==> src/swar_pkg.sv <==
// swar_pkg: constants for the two-channel auto-retry and diagnostic logic
// assumes one 125 MHz core clock; register map is local to this block
package swar_pkg;
  // ----------------------------------------------------------------
  // register map (word indices on the plain register port)
  // ----------------------------------------------------------------
  localparam logic [3:0] ADDR_RETRY0  = 4'h0; // retry control, channel 0
  localparam logic [3:0] ADDR_RETRY1  = 4'h1; // retry control, channel 1
  localparam logic [3:0] ADDR_CONFIG0 = 4'h2; // diag config, channel 0
  localparam logic [3:0] ADDR_CONFIG1 = 4'h3; // diag config, channel 1
  localparam logic [3:0] ADDR_FAULT0  = 4'h4; // fault register, channel 0
  localparam logic [3:0] ADDR_FAULT1  = 4'h5; // fault register, channel 1
  localparam logic [3:0] ADDR_STATUS  = 4'h6; // status register
  // ----------------------------------------------------------------
  // field positions
  // ----------------------------------------------------------------
  localparam int RET_SEL_BIT   = 0;  // retry select
  localparam int RET_UNLIM_BIT = 1;  // unlimited retries
  localparam int RET_PER_LO    = 2;  // retry period field D3:D2
  localparam int OD_CNT_LO     = 4;  // counter in OD7..OD4
  localparam int CFG_OS_DIS    = 6;
  localparam int CFG_OLOFF_DIS = 7;
  localparam int CFG_OPEN_LOAD_ON_FAULT_DIS  = 8;
  localparam int FLT_OC  = 0;
  localparam int FLT_SC  = 1;
  localparam int FLT_OT  = 2;
  localparam int FLT_UV  = 3;
  localparam int FLT_OPEN_LOAD_ON_FAULT  = 4;
  localparam int FLT_OLOFF = 5;
  localparam int FLT_OS    = 6;
  localparam int FLT_LATCH = 7;
  localparam int ST_RFULL0 = 4;
  localparam int ST_RFULL1 = 5;
  // ----------------------------------------------------------------
  // reset values and limits
  // ----------------------------------------------------------------
  localparam logic [15:0] RETRY_RST  = 16'h0000;
  localparam logic [15:0] CONFIG_RST = 16'h0000;
  localparam logic [3:0]  CNT_MAX    = 4'hf;   // 15 retries
  // duty limits in percent for the on-state open-load window
  localparam logic [6:0] DUTY_LIM_NORM = 7'h5a; // 90
  localparam logic [6:0] DUTY_LIM_OPEN_LOAD_ON_FAULT = 7'h55; // 85
  // ----------------------------------------------------------------
  // retry periods: four selectable times in microseconds
  // ----------------------------------------------------------------
  localparam int CLK_MHZ     = 125;
  localparam int T_AUTO0_US  = 150;
  localparam int T_AUTO1_US  = 300;
  localparam int T_AUTO2_US  = 600;
  localparam int T_AUTO3_US  = 1200;
  localparam int CYC_AUTO0   = T_AUTO0_US * CLK_MHZ;
  localparam int CYC_AUTO1   = T_AUTO1_US * CLK_MHZ;
  localparam int CYC_AUTO2   = T_AUTO2_US * CLK_MHZ;
  localparam int CYC_AUTO3   = T_AUTO3_US * CLK_MHZ;
  typedef enum logic [1:0] {ST_NORMAL, ST_WAIT, ST_LATCHED} swar_state_t;
endpackage

==> src/swar_top.sv <==
// swar_top: auto-retry and diagnostic fault latching for two channels
// assumes inputs synchronous to core_clk; sensing done elsewhere
//
// Function
// - retry eligible only on overcurrent, severe short, overtemp or undervoltage
// - undervoltage or overtemp retries start only after cause has gone
// - with retry disabled a latchable fault latches at once
// - retry enabled when select bit D0 equals the application-type pin
// - retry starts when fault control is 1 and retry condition holds
// - channel turns on again after the period chosen by D3:D2
// - cause gone before exhaustion: normal run, counter and fault bit kept
// - unlimited mode with retry enabled retries forever and never latches
// - limited mode counts to 15 then sets the channel retry-full flag
// - after full one more retry; persisting overcurrent or severe short latches, fault low
// - host delatch turns channel on, counter is not cleared
// - counter reads in OD7..OD4 only in normal mode
// - counter cleared on fail-safe, wake, reset, unlimited set, disable
// - unlimited set while latched delatches; retry enabled: retries after one period, retry disabled: normal at once
// - lamp profile clears overcurrent duration counter at every retry
// - motor mode clears it at turn-off of first clean period
// - diagnostic faults set bits, never turn off; each has a disable bit
// - direct input low-sense with on open-load: duty limit 85, not 90
// - off-state short to supply sets bit and shows live on fault output
// - short to supply bit stays until fault register is read
// - off open-load checked every off period, either sense ratio
// - off open-load gone: fault output high at once, bit kept till read
`timescale 1ns/1ps
`default_nettype none
module swar_top (
  input  wire logic        core_clk,
  input  wire logic        rst,
  input  wire logic        clk_en,
  // register port
  input  wire logic [3:0]  reg_addr,
  input  wire logic [15:0] reg_wdata,
  input  wire logic        reg_wr,
  input  wire logic        reg_rd,
  output logic      [15:0] reg_rdata,
  // device mode
  input  wire logic        normal_mode,
  input  wire logic        failsafe_enter,
  input  wire logic        sleep_exit,
  input  wire logic        undervoltage_fault,
  // per-channel sensed conditions
  input  wire logic [1:0]  application_type_pin,
  input  wire logic [1:0]  fault_control_signal,
  input  wire logic [1:0]  overcurrent_fault,
  input  wire logic [1:0]  severe_short_fault,
  input  wire logic [1:0]  overtemp_fault,
  input  wire logic [1:0]  open_load_on_fault,
  input  wire logic [1:0]  open_load_off_fault,
  input  wire logic [1:0]  short_to_supply_fault,
  input  wire logic [1:0]  channel_cmd_on,
  input  wire logic [1:0]  delatch_req,
  input  wire logic [1:0]  period_end,
  input  wire logic [1:0]  direct_input,
  input  wire logic [1:0]  low_current_sense_ratio,
  input  wire logic [6:0]  duty_pct,
  // outputs
  output logic      [1:0]  channel_on,
  output logic      [1:0]  oc_dur_clear,
  output logic      [1:0]  diag_active,
  output logic             fault_out_n
);
  // ----------------------------------------------------------------
  // storage
  // ----------------------------------------------------------------
  logic [15:0]       retry_r  [2];
  logic [15:0]       config_r [2];
  logic [7:0]        fault_r  [2];
  logic [3:0]        cnt_r    [2];
  logic [1:0]        rfull_r;
  swar_pkg::swar_state_t state_r [2];
  logic [17:0]       tmr_r    [2];
  logic [1:0]        sel_q_r;
  logic [1:0]        oc_seen_r;
  logic [1:0]        on_q_r;
  logic [1:0]        ch_live_w;
  logic              por_r;
  // ----------------------------------------------------------------
  // per-channel combinational terms
  // ----------------------------------------------------------------
  logic [1:0] ret_en_w, unlim_w, cond_w, slow_w, start_w, lim_w;
  logic [1:0] clr_cnt_w, unl_rise_w, dis_ev_w, tmr_done_w;
  logic [1:0] os_det_w, open_load_on_fault_det_w, oloff_det_w, rd_flt_w, live_w;
  logic [17:0] per_w [2];
  logic [6:0]  duty_lim_w [2];
  genvar g;
  generate
    for (g = 0; g < 2; g++) begin : g_ch
      // enable when select equals application type
      assign ret_en_w[g] = retry_r[g][swar_pkg::RET_SEL_BIT] ==
                           application_type_pin[g];
      assign unlim_w[g]  = retry_r[g][swar_pkg::RET_UNLIM_BIT];
      // only latchable faults count
      assign cond_w[g] = overcurrent_fault[g] | severe_short_fault[g] |
                         overtemp_fault[g] | undervoltage_fault;
      // slow faults must clear before the retry wait starts
      assign slow_w[g] = overtemp_fault[g] | undervoltage_fault;
      assign start_w[g] = fault_control_signal[g] & cond_w[g];
      assign lim_w[g]   = rfull_r[g] & ~unlim_w[g];
      // disable edge depends on type
      assign dis_ev_w[g] = application_type_pin[g] ?
                           (sel_q_r[g] & ~retry_r[g][0]) :
                           (~sel_q_r[g] & retry_r[g][0]);
      assign unl_rise_w[g] = reg_wr &&
        reg_addr == (g == 0 ? swar_pkg::ADDR_RETRY0 : swar_pkg::ADDR_RETRY1)
        && reg_wdata[swar_pkg::RET_UNLIM_BIT] && !unlim_w[g];
      assign clr_cnt_w[g] = failsafe_enter | sleep_exit | por_r |
                            unl_rise_w[g] | dis_ev_w[g];
      // period select from D3:D2
      assign per_w[g] =
        retry_r[g][3:2] == 2'h0 ? 18'(swar_pkg::CYC_AUTO0) :
        retry_r[g][3:2] == 2'h1 ? 18'(swar_pkg::CYC_AUTO1) :
        retry_r[g][3:2] == 2'h2 ? 18'(swar_pkg::CYC_AUTO2) :
                                  18'(swar_pkg::CYC_AUTO3);
      assign tmr_done_w[g] = tmr_r[g] >= per_w[g] - 18'h00001;
      // diagnostics gated by their own disable bits
      assign os_det_w[g] = short_to_supply_fault[g] & ~on_q_r[g] &
                           ~config_r[g][swar_pkg::CFG_OS_DIS];
      assign oloff_det_w[g] = open_load_off_fault[g] & ~on_q_r[g] &
                           ~config_r[g][swar_pkg::CFG_OLOFF_DIS];
      assign open_load_on_fault_det_w[g] = open_load_on_fault[g] & on_q_r[g] &
                           ~config_r[g][swar_pkg::CFG_OPEN_LOAD_ON_FAULT_DIS];
      assign rd_flt_w[g] = reg_rd && reg_addr ==
        (g == 0 ? swar_pkg::ADDR_FAULT0 : swar_pkg::ADDR_FAULT1);
      // live fault: latched, or diagnostic present now
      assign live_w[g] = state_r[g] == swar_pkg::ST_LATCHED | os_det_w[g] |
                         oloff_det_w[g] | open_load_on_fault_det_w[g];
      assign ch_live_w[g] = channel_cmd_on[g] &
                            state_r[g] == swar_pkg::ST_NORMAL;
      // on-state open-load check narrows the window
      assign duty_lim_w[g] = (direct_input[g] & low_current_sense_ratio[g] &
        ~config_r[g][swar_pkg::CFG_OPEN_LOAD_ON_FAULT_DIS]) ? swar_pkg::DUTY_LIM_OPEN_LOAD_ON_FAULT :
        swar_pkg::DUTY_LIM_NORM;
    end
  endgenerate
  // ----------------------------------------------------------------
  // reset-pulse helper: counter clear on power-on reset
  // ----------------------------------------------------------------
  always_ff @(posedge core_clk) begin
    if (rst) begin
      por_r <= 1'b1;
    end else if (clk_en) begin
      por_r <= 1'b0;
    end
  end
  // ----------------------------------------------------------------
  // configuration registers; counter-clearing side effects above
  // ----------------------------------------------------------------
  always_ff @(posedge core_clk) begin
    if (rst) begin
      retry_r[0]  <= swar_pkg::RETRY_RST;
      retry_r[1]  <= swar_pkg::RETRY_RST;
      config_r[0] <= swar_pkg::CONFIG_RST;
      config_r[1] <= swar_pkg::CONFIG_RST;
      sel_q_r     <= 2'h0;
    end else if (clk_en) begin
      sel_q_r <= {retry_r[1][0], retry_r[0][0]};
      if (reg_wr && reg_addr == swar_pkg::ADDR_RETRY0) begin
        retry_r[0] <= {12'h000, reg_wdata[3:0]};
      end else if (reg_wr && reg_addr == swar_pkg::ADDR_RETRY1) begin
        retry_r[1] <= {12'h000, reg_wdata[3:0]};
      end else if (reg_wr && reg_addr == swar_pkg::ADDR_CONFIG0) begin
        config_r[0] <= {7'h00, reg_wdata[8:6], 6'h00};
      end else if (reg_wr && reg_addr == swar_pkg::ADDR_CONFIG1) begin
        config_r[1] <= {7'h00, reg_wdata[8:6], 6'h00};
      end
    end
  end
  // ----------------------------------------------------------------
  // retry state machine, counter and timer per channel
  // ----------------------------------------------------------------
  generate
    for (g = 0; g < 2; g++) begin : g_fsm
      always_ff @(posedge core_clk) begin
        if (rst) begin
          state_r[g]   <= swar_pkg::ST_NORMAL;
          cnt_r[g]     <= 4'h0;
          rfull_r[g]   <= 1'b0;
          tmr_r[g]     <= 18'h00000;
          oc_seen_r[g] <= 1'b0;
          on_q_r[g]    <= 1'b0;
          oc_dur_clear[g] <= 1'b0;
        end else if (clk_en) begin
          oc_dur_clear[g] <= 1'b0;
          on_q_r[g] <= ch_live_w[g];
          if (overcurrent_fault[g]) begin
            oc_seen_r[g] <= 1'b1;
          end
          // motor: clear duration at first clean turn-off
          if (application_type_pin[g] && on_q_r[g] && !ch_live_w[g]) begin
            if (!oc_seen_r[g] && !overcurrent_fault[g]) begin
              oc_dur_clear[g] <= 1'b1;
            end
            oc_seen_r[g] <= 1'b0;
          end
          case (state_r[g])
            swar_pkg::ST_NORMAL: begin
              tmr_r[g] <= 18'h00000;
              if (cond_w[g] && !ret_en_w[g]) begin
                state_r[g] <= swar_pkg::ST_LATCHED;
              end else if (start_w[g]) begin
                state_r[g] <= swar_pkg::ST_WAIT;
              end
            end
            swar_pkg::ST_WAIT: begin
              if (delatch_req[g]) begin
                state_r[g] <= swar_pkg::ST_NORMAL;
              end else if (!ret_en_w[g]) begin
                state_r[g] <= swar_pkg::ST_LATCHED;
              end else if (slow_w[g]) begin
                tmr_r[g] <= 18'h00000;
              end else if (!tmr_done_w[g]) begin
                tmr_r[g] <= tmr_r[g] + 18'h00001;
              end else if (lim_w[g] && cnt_r[g] == swar_pkg::CNT_MAX &&
                           start_w[g] && cond_w[g] &&
                           (overcurrent_fault[g] | severe_short_fault[g])) begin
                state_r[g] <= swar_pkg::ST_LATCHED;
              end else begin
                state_r[g] <= swar_pkg::ST_NORMAL;
                if (!application_type_pin[g]) begin
                  oc_dur_clear[g] <= 1'b1;
                end
                if (!unlim_w[g]) begin
                  if (cnt_r[g] == swar_pkg::CNT_MAX) begin
                    rfull_r[g] <= 1'b1;
                  end else begin
                    cnt_r[g] <= cnt_r[g] + 4'h1;
                  end
                end
              end
            end
            swar_pkg::ST_LATCHED: begin
              tmr_r[g] <= 18'h00000;
              if (delatch_req[g]) begin
                state_r[g] <= swar_pkg::ST_NORMAL;
              end else if (unl_rise_w[g] && ret_en_w[g]) begin
                state_r[g] <= swar_pkg::ST_WAIT;
              end else if (unl_rise_w[g]) begin
                state_r[g] <= swar_pkg::ST_NORMAL;
              end
            end
            default: state_r[g] <= swar_pkg::ST_NORMAL;
          endcase
          // unlimited mode with retry enabled never stays latched
          if (unlim_w[g] && state_r[g] == swar_pkg::ST_LATCHED &&
              ret_en_w[g]) begin
            state_r[g] <= swar_pkg::ST_WAIT;
          end
          if (clr_cnt_w[g]) begin
            cnt_r[g]   <= 4'h0;
            rfull_r[g] <= 1'b0;
          end
        end
      end
    end
  endgenerate
  // ----------------------------------------------------------------
  // fault registers: hardware set wins over clear-on-read
  // ----------------------------------------------------------------
  generate
    for (g = 0; g < 2; g++) begin : g_flt
      logic [7:0] set_w;
      assign set_w = {state_r[g] == swar_pkg::ST_LATCHED,
                      os_det_w[g], oloff_det_w[g], open_load_on_fault_det_w[g],
                      undervoltage_fault, overtemp_fault[g],
                      severe_short_fault[g], overcurrent_fault[g]};
      always_ff @(posedge core_clk) begin
        if (rst) begin
          fault_r[g] <= 8'h00;
        end else if (clk_en) begin
          // bits persist until read
          fault_r[g] <= (rd_flt_w[g] ? 8'h00 : fault_r[g]) | set_w;
        end
      end
    end
  endgenerate
  // ----------------------------------------------------------------
  // read mux; counter field only in normal mode
  // ----------------------------------------------------------------
  logic [15:0] rd_w;
  assign rd_w =
    reg_addr == swar_pkg::ADDR_RETRY0 ? {8'h00,
      (normal_mode ? cnt_r[0] : 4'h0), retry_r[0][3:0]} :
    reg_addr == swar_pkg::ADDR_RETRY1 ? {8'h00,
      (normal_mode ? cnt_r[1] : 4'h0), retry_r[1][3:0]} :
    reg_addr == swar_pkg::ADDR_CONFIG0 ? config_r[0] :
    reg_addr == swar_pkg::ADDR_CONFIG1 ? config_r[1] :
    reg_addr == swar_pkg::ADDR_FAULT0  ? {8'h00, fault_r[0]} :
    reg_addr == swar_pkg::ADDR_FAULT1  ? {8'h00, fault_r[1]} :
    reg_addr == swar_pkg::ADDR_STATUS  ?
      {10'h000, rfull_r, 4'h0} : 16'h0000;
  // ----------------------------------------------------------------
  // outputs, all registered
  // ----------------------------------------------------------------
  always_ff @(posedge core_clk) begin
    if (rst) begin
      reg_rdata   <= 16'h0000;
      channel_on  <= 2'h0;
      diag_active <= 2'h0;
      fault_out_n <= 1'b1;
    end else if (clk_en) begin
      reg_rdata   <= reg_rd ? rd_w : 16'h0000;
      channel_on  <= ch_live_w;
      diag_active <= {duty_pct <= duty_lim_w[1],
                      duty_pct <= duty_lim_w[0]};
      fault_out_n <= ~(live_w[0] | live_w[1]);
    end
  end
endmodule
`default_nettype wire

==> config.mk <==
export PLATFORM = sky130hd
export DESIGN_NAME = swar_top
export DESIGN_NICKNAME = d
export VERILOG_FILES = /design/src/swar_pkg.sv /design/src/swar_top.sv
export SDC_FILE = /design/constraint.sdc
export NUM_CORES = 1
export LEC_CHECK = 0
export BUFFER_PORTS_ARGS = -buffer_cell sky130_fd_sc_hd__buf_2
export CAP_MARGIN = 20
export CORE_MARGIN = 4
export CORE_UTILIZATION = 55
export CTS_CLUSTER_SIZE = 12
export DETAILED_ROUTE_END_ITERATION = 10
export PLACE_DENSITY = 0.85
export SLEW_MARGIN = 20
export SYNTH_ARGS = -nofsm -noshare
export SYNTH_HDL_FRONTEND = slang
export SYNTH_SLANG_ARGS = --single-unit
==> constraint.sdc <==
create_clock -name core_clk -period 4.7 [get_ports core_clk]
set_input_delay 1.175 -clock core_clk [delete_from_list [all_inputs] [get_ports core_clk]]
set_output_delay 1.175 -clock core_clk [all_outputs]
set_load 0.005 [all_outputs]
Word level (Yosys, flattened, before mapping)
Memories as Yosys holds them, arrays and structs flattened.
Cells that the tools add are included.
{ "classes": {"n_addsub": 6, "order_cmp": 4, "eq_ne": 26, "muxes": 335, "n_bitwise": 104, "reduce_logical": 63} }
{ "op_table": {"columns": ["op", "n"], "rows": [
  ["$mux 1", 275],
  ["$mux 18", 14],
  ["$mux 16", 5],
  ["$or 1x1->1", 61],
  ["$mux 8", 6],
  ["$mux 2", 22],
  ["$mux 4", 10],
  ["$add 18x1->18 const B", 2],
  ["$ge 18x18->1", 2],
  ["$sub 18x1->18 const B", 2],
  ["$logic_and 1x1->1", 32],
  ["$and 1x1->1", 26],
  ["$reduce_bool 2->1", 10],
  ["$reduce_and 9->1", 2],
  ["$or 8x8->8", 2],
  ["$not 1->1", 15],
  ["$le 7x7->1", 2],
  ["$eq 4x3->1 const B", 3],
  ["$ne 2x1->1 const B", 6],
  ["$logic_not 1->1", 10],
  ["$add 4x1->4 const B", 2],
  ["$eq 2x1->1 const B", 4],
  ["$eq 2x2->1 const B", 4],
  ["$eq 4x2->1 const B", 2],
  ["other kinds (10)", 19]
]} }
{ "totals": {"register_bits": 32, "mem_bits_rw": 78, "in_bits": 62, "out_inout_bits": 23, "elab_cells": 558, "memories": 6} }
{ "memory_table": {"columns": ["memory", "depth", "width", "read_ports", "rd_clocked_by_memory_dff", "write_ports", "line", "text"], "rows": [
  ["tmr_r", 2, 18, 2, 0, 2, "swar_top.sv:74", "logic [17:0] tmr_r [2];"],
  ["fault_r", 2, 8, 2, 0, 2, "swar_top.sv:70", "logic [7:0] fault_r [2];"],
  ["cnt_r", 2, 4, 2, 0, 2, "swar_top.sv:71", "logic [3:0] cnt_r [2];"],
  ["retry_r", 2, 4, 2, 0, 2, "swar_top.sv:68", "logic [15:0] retry_r [2];"],
  ["config_r", 2, 3, 2, 0, 2, "swar_top.sv:69", "logic [15:0] config_r [2];"],
  ["state_r", 2, 2, 2, 0, 2, "swar_top.sv:73", "swar_pkg::swar_state_t state_r [2];"]
]} }

Depth between registers and ports, before layout
Gate-level depths: netlist (run 1).
{ "depth": {"ltp_word": 23, "mapped_depth": 12, "ltp_nobuf": 10} }

Worst setup path after synthesis (run 1)
No wires, ideal clock.
{ "synth_timing": {"path_type": "in2reg", "from": "in rst", "to": "mem tmr_r[0][0] (enable)", "setup_time_ns": 0.458, "t_arrival_ns": 3.857, "required_ns": 4.242, "setup_slack_ns": 0.385, "path_stages": 5, "path_buffers": 1, "path_cell_list": "nand2b_1 -> clkbuf_1 -> nor2_1 -> nand2_1 -> o311ai_0"} }
{ "synth_lines": {"columns": ["item", "line", "text"], "rows": [
  ["start: declaration", "swar_top.sv:31", "input wire logic rst,"],
  ["end: declaration", "swar_top.sv:74", null]
]} }

==> key figures, run 1 <==
Outcome
  • Status: finished, final reports clean

Placed design
  • DP Area: around 6900 um2
  • Gpl congestion: approximately 0.9
  • Pre-CTS WS: ~0.97 ns
  • Port bufs: 66
  • Half-perimeter wire length after placement: roughly 12000 um

STA
  • Total negative slack for setup checks: 0 ns
  • Final worst-path setup slack: 0.936 ns
  • Min cycle time layout: 3.76 ns
  • Clock skew after layout: roughly 0.007 ns
  • Slew Limit Headroom: slightly below 40%
  • Number of max-slew violations in the final report: 0
  • Final Cycle Share: 80.1%
  • Number of hold-slack violations in the final timing report: 0
  • Setup repair after global routing missed its margin: false
  • Total of endpoints with negative setup slack in the final report: 0
  • WHS: 0.453 ns
  • Tightest Pin Transition: 0.882 ns
  • Highest clock frequency the design can meet: approximately 270 MHz

Critical path
  • Worst r2r src: retry_r[0][3]
  • Delay of the slowest cell on the worst path: around 0.79 ns
  • Critical Path RT: 4.74 ns
  • Ordered cell list for the critical path: inv_1 -> ha_1 -> ha_1 -> and4_1 -> and3_1 -> a211oi_1 -> o41ai_2 -> or4_1 -> o311ai_2 -> buf_4
  • Worst flop-to-flop path endpoint: tmr_r[0][2]
  • CP delay by family, top: simple AND/OR/NAND/NOR gates
  • Worst r2r path cells: 10
  • Number of logic stages on the critical path including buffering: 10
  • Reg2reg setup slack: 0.94 ns
  • Worst setup EP type: register
  • Setup crit end: tmr_r[0][2]
  • Element type at the critical path start: register
  • Dominant cell type by count on the critical path: sky130_fd_sc_hd__ha_1
  • Arrival time of the worst setup path: around 3.8 ns
  • Worst Path Max Fanout: 19
  • Slowest cell on crit path: sky130_fd_sc_hd__or4_1
  • WP buf/inv: 2
  • Setup Crit Path Kind: reg -> reg
  • Critical path startpoint: retry_r[0][3]

CTS
  • Gates resized, CTS repair: 0
  • Buffers from clock root to sink, at most: 2
  • Number of buffers inserted to repair setup after CTS: 0
  • Clock H-tree levels: 3
  • Reg clk slew, reported paths: 0.07 ns
  • Clock latency on the worst-skew pair: roughly 0.35 ns
  • Hold buffer count at CTS: 0
  • Number of clock sinks seen by CTS: about 100
  • TritonCTS clock tree: yes
  • Clock Root Buffer: sky130_fd_sc_hd__clkbuf_16
  • Inserted Clock Buffers: 9

Global route
  • Grt ovf: 0
  • First-pass GRT wire length: approximately 26000 um
  • Antenna violations before repair: 0
  • Vias in the first global route: 5344
  • Global-route total usage across every layer: between 20% and 30%
  • Largest net degree at the start of global routing: 25

Finish
  • Post-layout instance area: roughly 7200 um2
  • Post-layout utilization of the core: ~63%
  • Number of fillers in the final layout: roughly 900
  • Growth of design area from synthesis to finish: 11.4%
  • Commonest cells after routing, fill and taps aside: sky130_fd_sc_hd__nor2_1 (78), sky130_fd_sc_hd__edfxtp_1 (78), sky130_fd_sc_hd__buf_2 (66)
  • Final #Nets: 840
  • Final antenna diode count: 0
  • Fraction of final layout cells with drive strength greater than 1: between 15 and 20%

Route
  • DR vias: ~5400
  • Antenna violation net count after detailed routing: 0
  • Initial DRC count: 434
  • DRT Pass-1 Iters: 5
  • Final routed wire length divided by cell count: roughly 18 um
  • Drt drc: 0
  • Via density per instance: slightly above 6
  • Routed Wire Length: 15500 um

Job
  • Number of max-cap violations: 0

Synthesis
  • Cells after Synth: roughly 660
  • Yosys top cell by area: sky130_fd_sc_hd__edfxtp_1
  • Synth warn: 0
  • Distinct cell type count after synthesis: 68
  • Number of flops mapped to enable cells by yosys: between 70 and 80
  • Area share of the leading cell type in the synthesized netlist: ~36%
  • Top cells by area, synth: sky130_fd_sc_hd__edfxtp_1 (36%), sky130_fd_sc_hd__ha_1 (11%), sky130_fd_sc_hd__dfxtp_1 (7.1%), sky130_fd_sc_hd__nor2_1 (4.5%), sky130_fd_sc_hd__a21oi_1 (4.5%)
  • Average footprint of a synthesized cell: just under 10 um2
  • Sequential area share after synthesis: 43.4%
  • Post-synthesis async set-or-reset flop share: 0%
  • Flip-flop cell with the highest count after synthesis: sky130_fd_sc_hd__edfxtp_1
  • Number of storage elements in the synthesis netlist: 101
  • Mapped Area: between 6000 and 7000 um2

Power
  • Cell area power density: 301 nW/um2
  • Peak supply drop: approximately 0.31 mV
  • Static Leak: just under 3 nW

Die
  • Die area: between 10000 and 15000 um2
  • Io pins: 85
  • Row count: 39
  • Placeable core region: roughly 11000 um2
  • Die W: 116 um
  • Effective utilization at floorplan: 56.4%
  • Die Ht: between 100 and 150 um

Worst hold path
  • Hold Path Class: reg -> reg
[cells by family (layout without fill, tap and decap cells)]
| group | Yosys count | after routing | synth area share, % |
|---|---|---|---|
| compound gates | 127 | 127 | 12.4 |
| xor+xnor | 39 | 39 | 5.28 |
| fa+ha+maj | 55 | 55 | 10.6 |
| buf+inv | 58 | 117 | 4.18 |
| flops | 101 | 101 | 43.4 |
| mux | 13 | 13 | 2.65 |
| other cells | 1 | 7 | 0.0580 |
| simple gates | 269 | 269 | 21.5 |
[through the flow]
stage / power, mW / cells
floorplan: 1.29 / 669
global placement: 1.37 / 855
detailed placement: 1.39 / 855
CTS: 2.17 / 871
global route: 2.26 / 871
finish: 2.17 / 871
[cell usage after synthesis, drive strengths merged (6+ instances only)]
cell type and instances:
a21oi 58, and3 18, buf 15, clkbuf 14, dfxtp 23, edfxtp 78
ha 55, inv 29, mux2i 7, nand2 54, nand2b 8, nand3 33
nand4 14, nor2 88, nor2b 8, nor3 10, nor4 6, o21ai 19
xnor2 15, xor2 24
[tightest hold or removal path, cell delays in order (launching register included)]
cell	delay, ns
sky130_fd_sc_hd__dfxtp_1	0.32
sky130_fd_sc_hd__a21oi_1	0.06
sky130_fd_sc_hd__nand2_1	0.05
[power by group]
group          total (mW)  leakage [nW]  internal [mW]  switching [mW]
Sequential           1.07          1.02           1.02          0.0561
Clock               0.783         0.156          0.457           0.326
Combinational       0.309          1.76          0.125           0.184
Total                2.17          2.93           1.60           0.566
[flip-flops by register name, summed over array words and instances (netlist names)]
register	cells
tmr_r	36
fault_r	16
reg_rdata	9
cnt_r	8
retry_r	8
config_r	6
state_r	4
diag_active	2
oc_dur_clear	2
oc_seen_r	2
rfull_r	2
sel_q_r	2
channel_on	1
fault_out_n	1
on_q_r	1
por_r	1
[area by class of cell]
cell class,instances,area [um2],area share (%)
Timing Repair Buffer,72,375,5.21
Clock buffer,13,270,3.75
Sequential cell,101,2800,38.9
Tap cell,143,179,2.48
Inverter,29,109,1.51
Clock inverter,3,43.8,0.608
Multi-Input combinational cell,510,3420,47.5
[layer usage]
layer  global-route usage [%]  wire length [um]  part of all wire [%]
met1                     30.0              6140                    40
met3                     3.68              1220                   7.8
met4                     11.7               466                   3.0
met5                        0                 0                     0
met2                     41.2              7700                    50
[how the worst min path moves through the flow]
stage	startpoint	endpoint	cells after the start
after global routing	por_r	por_r	1
after floorplan	por_r	por_r	1
after global placement	reg_rdata[1]	reg_rdata[1]	2
final	oc_dur_clear[0]	oc_dur_clear[0]	2
after CTS	oc_dur_clear[0]	oc_dur_clear[0]	2
after detailed placement	reg_rdata[6]	reg_rdata[6]	2
Power figures use the tool's default switching activity.
==> inputs of run 2 (changes only) <==
Settings changed: ABC_AREA set to 1, PLACE_DENSITY 0.85 to 0.84.
Clock period 4.7 ns to 3.5 ns, I/O delays scaled along.
==> run 2 against run 1 <==
Critical endpoint is now tmr_r[1][2]. Design area grew 5.5%. Clock-buffer cell count shrank 4. Die area grew 4.4%. Wire length grew 4.7%. Core utilization grew 0.45 points. Critical path depth grew 3.
==> key figures, run 2 <==
Outcome
  • Status: finished, final reports clean

Route
  • DR vias: 5994
  • DRT Pass-1 Iters: 5
  • Drt drc: 0
  • Initial DRC count: just over 500
  • Routed Wire Length: between 15000 and 20000 um
  • Via density per instance: 5.59
  • Final routed wire length divided by cell count: between 15 and 20 um
  • Antenna violation net count after detailed routing: 0

CTS
  • Number of clock sinks seen by CTS: about 100
  • Number of buffers inserted to repair setup after CTS: 0
  • Clock H-tree levels: 3
  • Clock latency on the worst-skew pair: about 0.36 ns
  • Hold buffer count at CTS: 0
  • TritonCTS clock tree: yes
  • Reg clk slew, reported paths: 0.08 ns
  • Inserted Clock Buffers: 9
  • Clock Root Buffer: sky130_fd_sc_hd__clkbuf_16
  • Gates resized, CTS repair: 0
  • Buffers from clock root to sink, at most: 2

Synthesis
  • Mapped Area: roughly 6800 um2
  • Number of storage elements in the synthesis netlist: just over 100
  • Sequential area share after synthesis: between 40 and 50%
  • Number of flops mapped to enable cells by yosys: a little under 80
  • Distinct cell type count after synthesis: 49
  • Yosys top cell by area: sky130_fd_sc_hd__edfxtp_1
  • Top cells by area, synth: sky130_fd_sc_hd__edfxtp_1 (35%), sky130_fd_sc_hd__nand2_1 (11%), sky130_fd_sc_hd__ha_1 (10%), sky130_fd_sc_hd__dfxtp_1 (6.8%), sky130_fd_sc_hd__inv_1 (6.4%)
  • Flip-flop cell with the highest count after synthesis: sky130_fd_sc_hd__edfxtp_1
  • Area share of the leading cell type in the synthesized netlist: 34.6%
  • Cells after Synth: 846
  • Synth warn: 0
  • Synth cell count leaders: sky130_fd_sc_hd__nand2_1 (196), sky130_fd_sc_hd__inv_1 (116), sky130_fd_sc_hd__nor2_1 (92)
  • Average footprint of a synthesized cell: roughly 8 um2
  • Top-count cell post-synth: sky130_fd_sc_hd__nand2_1
  • Post-synthesis async set-or-reset flop share: 0%

STA
  • Final Cycle Share: between 70% and 80%
  • Setup repair after global routing missed its margin: false
  • Final worst-path setup slack: roughly 0.73 ns
  • Total of endpoints with negative setup slack in the final report: 0
  • Slew Limit Headroom: approximately 62%
  • Clock skew after layout: approximately 0.012 ns
  • Min cycle time layout: 2.77 ns
  • Highest clock frequency the design can meet: 361 MHz
  • Tightest Pin Transition: 0.559 ns
  • WHS: roughly 0.45 ns
  • Number of max-slew violations in the final report: 0
  • Number of hold-slack violations in the final timing report: 0
  • Total negative slack for setup checks: 0 ns

Job
  • Number of max-cap violations: 0

Critical path
  • Worst flop-to-flop path endpoint: tmr_r[1][2]
  • Delay of the slowest cell on the worst path: between 0.4 and 0.5 ns
  • Critical Path RT: around 3.5 ns
  • CP delay by family, top: adder cells
  • Slowest cell on crit path: sky130_fd_sc_hd__edfxtp_1
  • Dominant cell type by count on the critical path: sky130_fd_sc_hd__nand2_1
  • Worst Path Max Fanout: 18
  • Setup Crit Path Kind: reg -> reg
  • Ordered cell list for the critical path: inv_1 -> ha_1 -> ha_1 -> nand2_1 -> nand2_1 -> nand2_1 -> nand2_1 -> a21oi_1 -> nand3_2 -> nand2_1 -> nand2_1 -> o211ai_1 -> buf_4
  • Element type at the critical path start: register
  • Reg2reg setup slack: ~0.73 ns
  • Worst r2r path cells: 13
  • Arrival time of the worst setup path: between 2 and 3 ns
  • Worst r2r src: retry_r[0][7]
  • Worst setup EP type: register
  • WP buf/inv: 2

Die
  • Effective utilization at floorplan: between 50% and 60%
  • Die W: approximately 120 um
  • Die Ht: between 100 and 150 um
  • Row count: 40
  • Io pins: between 80 and 90
  • Die area: between 10000 and 15000 um2
  • Placeable core region: between 10000 and 15000 um2

Power
  • Static Leak: 3.45 nW
  • Cell area power density: approximately 390 nW/um2
  • Overall Power: 2.93 mW
  • Peak supply drop: 0.349 mV

Finish
  • Max reg flops: 36
  • Layout Cells excl Fill: about 1100
  • Fraction of final layout cells with drive strength greater than 1: around 14%
  • Final #Nets: 1038
  • Final antenna diode count: 0
  • Most common cell after layout, fill and taps aside: sky130_fd_sc_hd__nand2_1
  • Post-layout instance area: roughly 7600 um2
  • Commonest cells after routing, fill and taps aside: sky130_fd_sc_hd__nand2_1 (196), sky130_fd_sc_hd__inv_1 (116), sky130_fd_sc_hd__nor2_1 (92)
  • Post-layout utilization of the core: 63.2%
  • Biggest registers after layout: tmr_r: 36 flops, fault_r: 16 flops, reg_rdata: 9 flops
  • Growth of design area from synthesis to finish: 12.3%
  • Largest register by flop count: tmr_r

Worst hold path
  • Worst min-delay path startpoint: reg_rdata[6]
  • Worst hold stages: 2
  • Hold Path Class: reg -> reg
  • Worst Hold End: reg_rdata[6]

Placed design
  • Half-perimeter wire length after placement: approximately 12000 um
  • Gpl congestion: approximately 0.9
  • DP Area: ~7300 um2
  • Dpl cells: ~1100
  • Port bufs: 66
  • Pre-CTS WS: approximately 0.72 ns

Global route
  • Vias in the first global route: between 5000 and 6000
  • First-pass GRT wire length: about 27000 um
  • Grt ovf: 0
  • Global-route total usage across every layer: a little under a quarter
  • Largest net degree at the start of global routing: 21
  • Antenna violations before repair: 0
==> run 2: final cells by class <==
type / instances / area, um2
clock buffer: 9 / 225
clock inverter: 7 / 103
fill: 999 / 4410
inverter: 121 / 457
multi-input combinational: 614 / 3440
sequential: 101 / 2800
tap: 147 / 184
timing repair buffer: 74 / 390
==> run 2: power breakdown <==
group / leakage, nW / internal (mW) / switching [mW] / total (mW)
Sequential: 1.02 / 1.37 / 0.0673 / 1.43
Combinational: 2.27 / 0.139 / 0.258 / 0.397
Clock: 0.160 / 0.582 / 0.518 / 1.10
Total: 3.45 / 2.09 / 0.843 / 2.93
==> run 2: worst max path at each step <==
stage	cells after the start	start	slack [ns]	endpoint
after CTS	13	retry_r[0][7]	0.73	tmr_r[1][2]
final	13	retry_r[0][7]	0.73	tmr_r[1][2]
after detailed placement	6	reg_addr[2]	0.72	retry_r[0][0]
after global routing	11	retry_r[0][7]	0.51	cnt_r[1][0]
after floorplan	7	application_type_pin[0]	0.21	tmr_r[0][0]
after global placement	12	application_type_pin[0]	0.78	tmr_r[0][12]
==> run 2: cells by family after synthesis <==
family | synth area share [%]
and+or+nand+nor | 27.8
buffers and inverters | 8.26
AOI/OAI and AO/OA | 10.9
DFF | 41.4
adders and majority gates | 10.2
xor gates and xnor gates | 1.42
other | 0.0554
==> run 2: routing by layer <==
layer / routed length [um] / up-vias / global-route usage (%) / share of wire, %
li1: - / 2991 / - / -
met1: 6880 / 2696 / 30.7 / 42
met2: 7520 / 267 / 39.0 / 46
met3: 1280 / 40 / 4.18 / 7.9
met4: 581 / 0 / 11.7 / 3.6
met5: 0 / - / 0 / 0
==> run 2: tightest hold or removal path, cell delays in order, from the launching register on <==
cell                      delay, ns
sky130_fd_sc_hd__dfxtp_1       0.31
sky130_fd_sc_hd__nand2_1       0.06
sky130_fd_sc_hd__nand2_1       0.04
==> inputs of run 3 (changes only) <==
Clock period 3.5 ns to 2.8 ns, I/O delays scaled along.
==> run 3 against run 2 <==
Non-clock buffer count grew 7. Die area stayed put. Power up 22%. Via count increased by 1.1%. Sequential power increased by 25%. Core utilization up 0.33 points. Hold slack lost 0.0053 ns. First-iteration DRC count rose by 25%. Fmax grew 8.1%. Clock-buffer cell count is the same. Largest cell class unchanged.
==> key figures, run 3 (synthesis gave the netlist of run 2 again) <==
Outcome
  • Status: finished, final reports clean

Placed design
  • Gpl congestion: 0.944
  • Dpl cells: between 1000 and 1500
  • Half-perimeter wire length after placement: between 10000 and 15000 um
  • Port bufs: 66

Global route
  • Vias in the first global route: roughly 5700
  • Global-route total usage across every layer: between 20% and 30%
  • Antenna violations before repair: 0
  • First-pass GRT wire length: 26700 um
  • Grt ovf: 0
  • Largest net degree at the start of global routing: 19

CTS
  • Reg clk slew, reported paths: roughly 0.070 ns
  • TritonCTS clock tree: yes
  • Inserted Clock Buffers: 9
  • Clock latency on the worst-skew pair: ~0.35 ns
  • Clock Root Buffer: sky130_fd_sc_hd__clkbuf_16
  • Number of clock sinks seen by CTS: between 100 and 150
  • Clock H-tree levels: 3
  • Hold buffer count at CTS: 0
  • Buffers from clock root to sink, at most: 2

STA
  • Final Cycle Share: around nine tenths
  • Number of max-slew violations in the final report: 0
  • Total of endpoints with negative setup slack in the final report: 0
  • Min cycle time layout: around 2.6 ns
  • WHS: about 0.45 ns
  • Tightest Pin Transition: around 0.6 ns
  • Highest clock frequency the design can meet: slightly below 400 MHz
  • Slew Limit Headroom: about three fifths
  • Number of hold-slack violations in the final timing report: 0
  • Total negative slack for setup checks: 0 ns
  • Clock skew after layout: just over 0.009 ns

Route
  • Final routed wire length divided by cell count: about 15 um
  • DR vias: just over 6000
  • DRT Pass-1 Iters: 5
  • Drt drc: 0
  • Routed Wire Length: 16300 um
  • Via density per instance: 5.61
  • Initial DRC count: roughly 630
  • Antenna violation net count after detailed routing: 0

Critical path
  • Critical Path RT: 3.01 ns
  • Element type at the critical path start: register
  • Worst Path Max Fanout: 8
  • Worst setup EP type: register
  • Setup Crit Path Kind: reg -> reg
  • Arrival time of the worst setup path: 2.77 ns

Power
  • Cell area power density: ~470 nW/um2
  • Peak supply drop: between 0.4 and 0.5 mV
  • Overall Power: approximately 3.6 mW
  • Static Leak: 3.48 nW

Finish
  • Most common cell after layout, fill and taps aside: sky130_fd_sc_hd__nand2_1
  • Layout Cells excl Fill: 1080
  • Max reg flops: 36
  • Final antenna diode count: 0
  • Commonest cells after routing, fill and taps aside: sky130_fd_sc_hd__nand2_1 (196), sky130_fd_sc_hd__inv_1 (115), sky130_fd_sc_hd__nor2_1 (92)
  • Final #Nets: around 1000
  • Fraction of final layout cells with drive strength greater than 1: roughly 15%
  • Growth of design area from synthesis to finish: 12.8%
  • Largest register by flop count: tmr_r
  • Biggest registers after layout: tmr_r: 36 flops, fault_r: 16 flops, reg_rdata: 9 flops

Die
  • Effective utilization at floorplan: 56.3%
  • Io pins: 85
  • Die area: approximately 14000 um2
  • Row count: 40
  • Die Ht: 119 um
  • Placeable core region: ~12000 um2
  • Die W: about 120 um

Worst hold path
  • Hold Path Class: reg -> reg

Job
  • Number of max-cap violations: 0
run 3: changes by cell type in the layout (fill, tap and decap cells not counted), moves of 2 or more:
cell / delta
sky130_fd_sc_hd__buf_4: +5
sky130_fd_sc_hd__clkinv_1: +3
sky130_fd_sc_hd__clkinv_8: -2
sky130_fd_sc_hd__inv_8: -2
run 3: critical path: stages (launching register included):
cell	delay, ns
sky130_fd_sc_hd__edfxtp_1	0.45
sky130_fd_sc_hd__inv_1	0.16
sky130_fd_sc_hd__ha_1	0.30
sky130_fd_sc_hd__ha_1	0.31
sky130_fd_sc_hd__nand2_1	0.06
sky130_fd_sc_hd__nand2_1	0.04
sky130_fd_sc_hd__nand3_1	0.05
sky130_fd_sc_hd__nand2_1	0.05
sky130_fd_sc_hd__a21oi_1	0.23
sky130_fd_sc_hd__nand3_2	0.26
sky130_fd_sc_hd__nor2_4	0.24
sky130_fd_sc_hd__o21ai_0	0.13
sky130_fd_sc_hd__a21oi_1	0.12
run 3: worst paths after layout:
| kind | start | to | slack, ns | cells past startpoint |
|---|---|---|---|---|
| worst max-delay path | retry_r[0][3] | tmr_r[0][14] | 0.24 | 12 |
| worst min-delay path | por_r | por_r | 0.45 | 2 |
| worst max register to register | retry_r[0][3] | tmr_r[0][14] | 0.24 | 12 |
| worst min register to register | por_r | por_r | 0.45 | 2 |
run 3: power breakdown:
group          internal (mW)  leakage [nW]  total (mW)  switching (mW)
combinational          0.185          2.32       0.512           0.327
clock                  0.690         0.143        1.26           0.573
sequential              1.71          1.02        1.79          0.0848
total                   2.58          3.48        3.57           0.985
run 3: repair_timing:
item	CTS	global route
setup endpoints to repair	0	34
setup buffers	0	1
resized for setup	0	4
run 3: cell type report:
class / count / area [um2]
Fill cell: 1026 / 4370
Inverter: 121 / 457
Clock buffer: 9 / 225
Tap cell: 147 / 184
Sequential cell: 101 / 2800
Multi-Input combinational cell: 614 / 3450
Timing Repair Buffer: 81 / 459
Clock inverter: 7 / 63.8
run 3: through the flow:
step / worst slack [ns] / instance area, um2 / utilization [%]
6_report: 0.238 / 7640 / 63.6
2_1_floorplan: 0.105 / 6800 / -
3_5_place_dp: 0.138 / 7330 / 61.0
5_1_grt: -0.0309 / 7640 / 63.6
3_3_place_gp: 0.242 / 7330 / 61.0
4_1_cts: 0.116 / 7620 / 63.4
run 3: metal layers:
| metal | track usage (%) | vias to the layer above | part of all wire (%) |
|---|---|---|---|
| met3 | 4.89 | 44 | 6.8 |
| met5 | 0 | - | 0 |
| met4 | 7.24 | 0 | 2.8 |
| met1 | 29.3 | 2789 | 42 |
| li1 | - | 3000 | - |
| met2 | 40.1 | 228 | 49 |
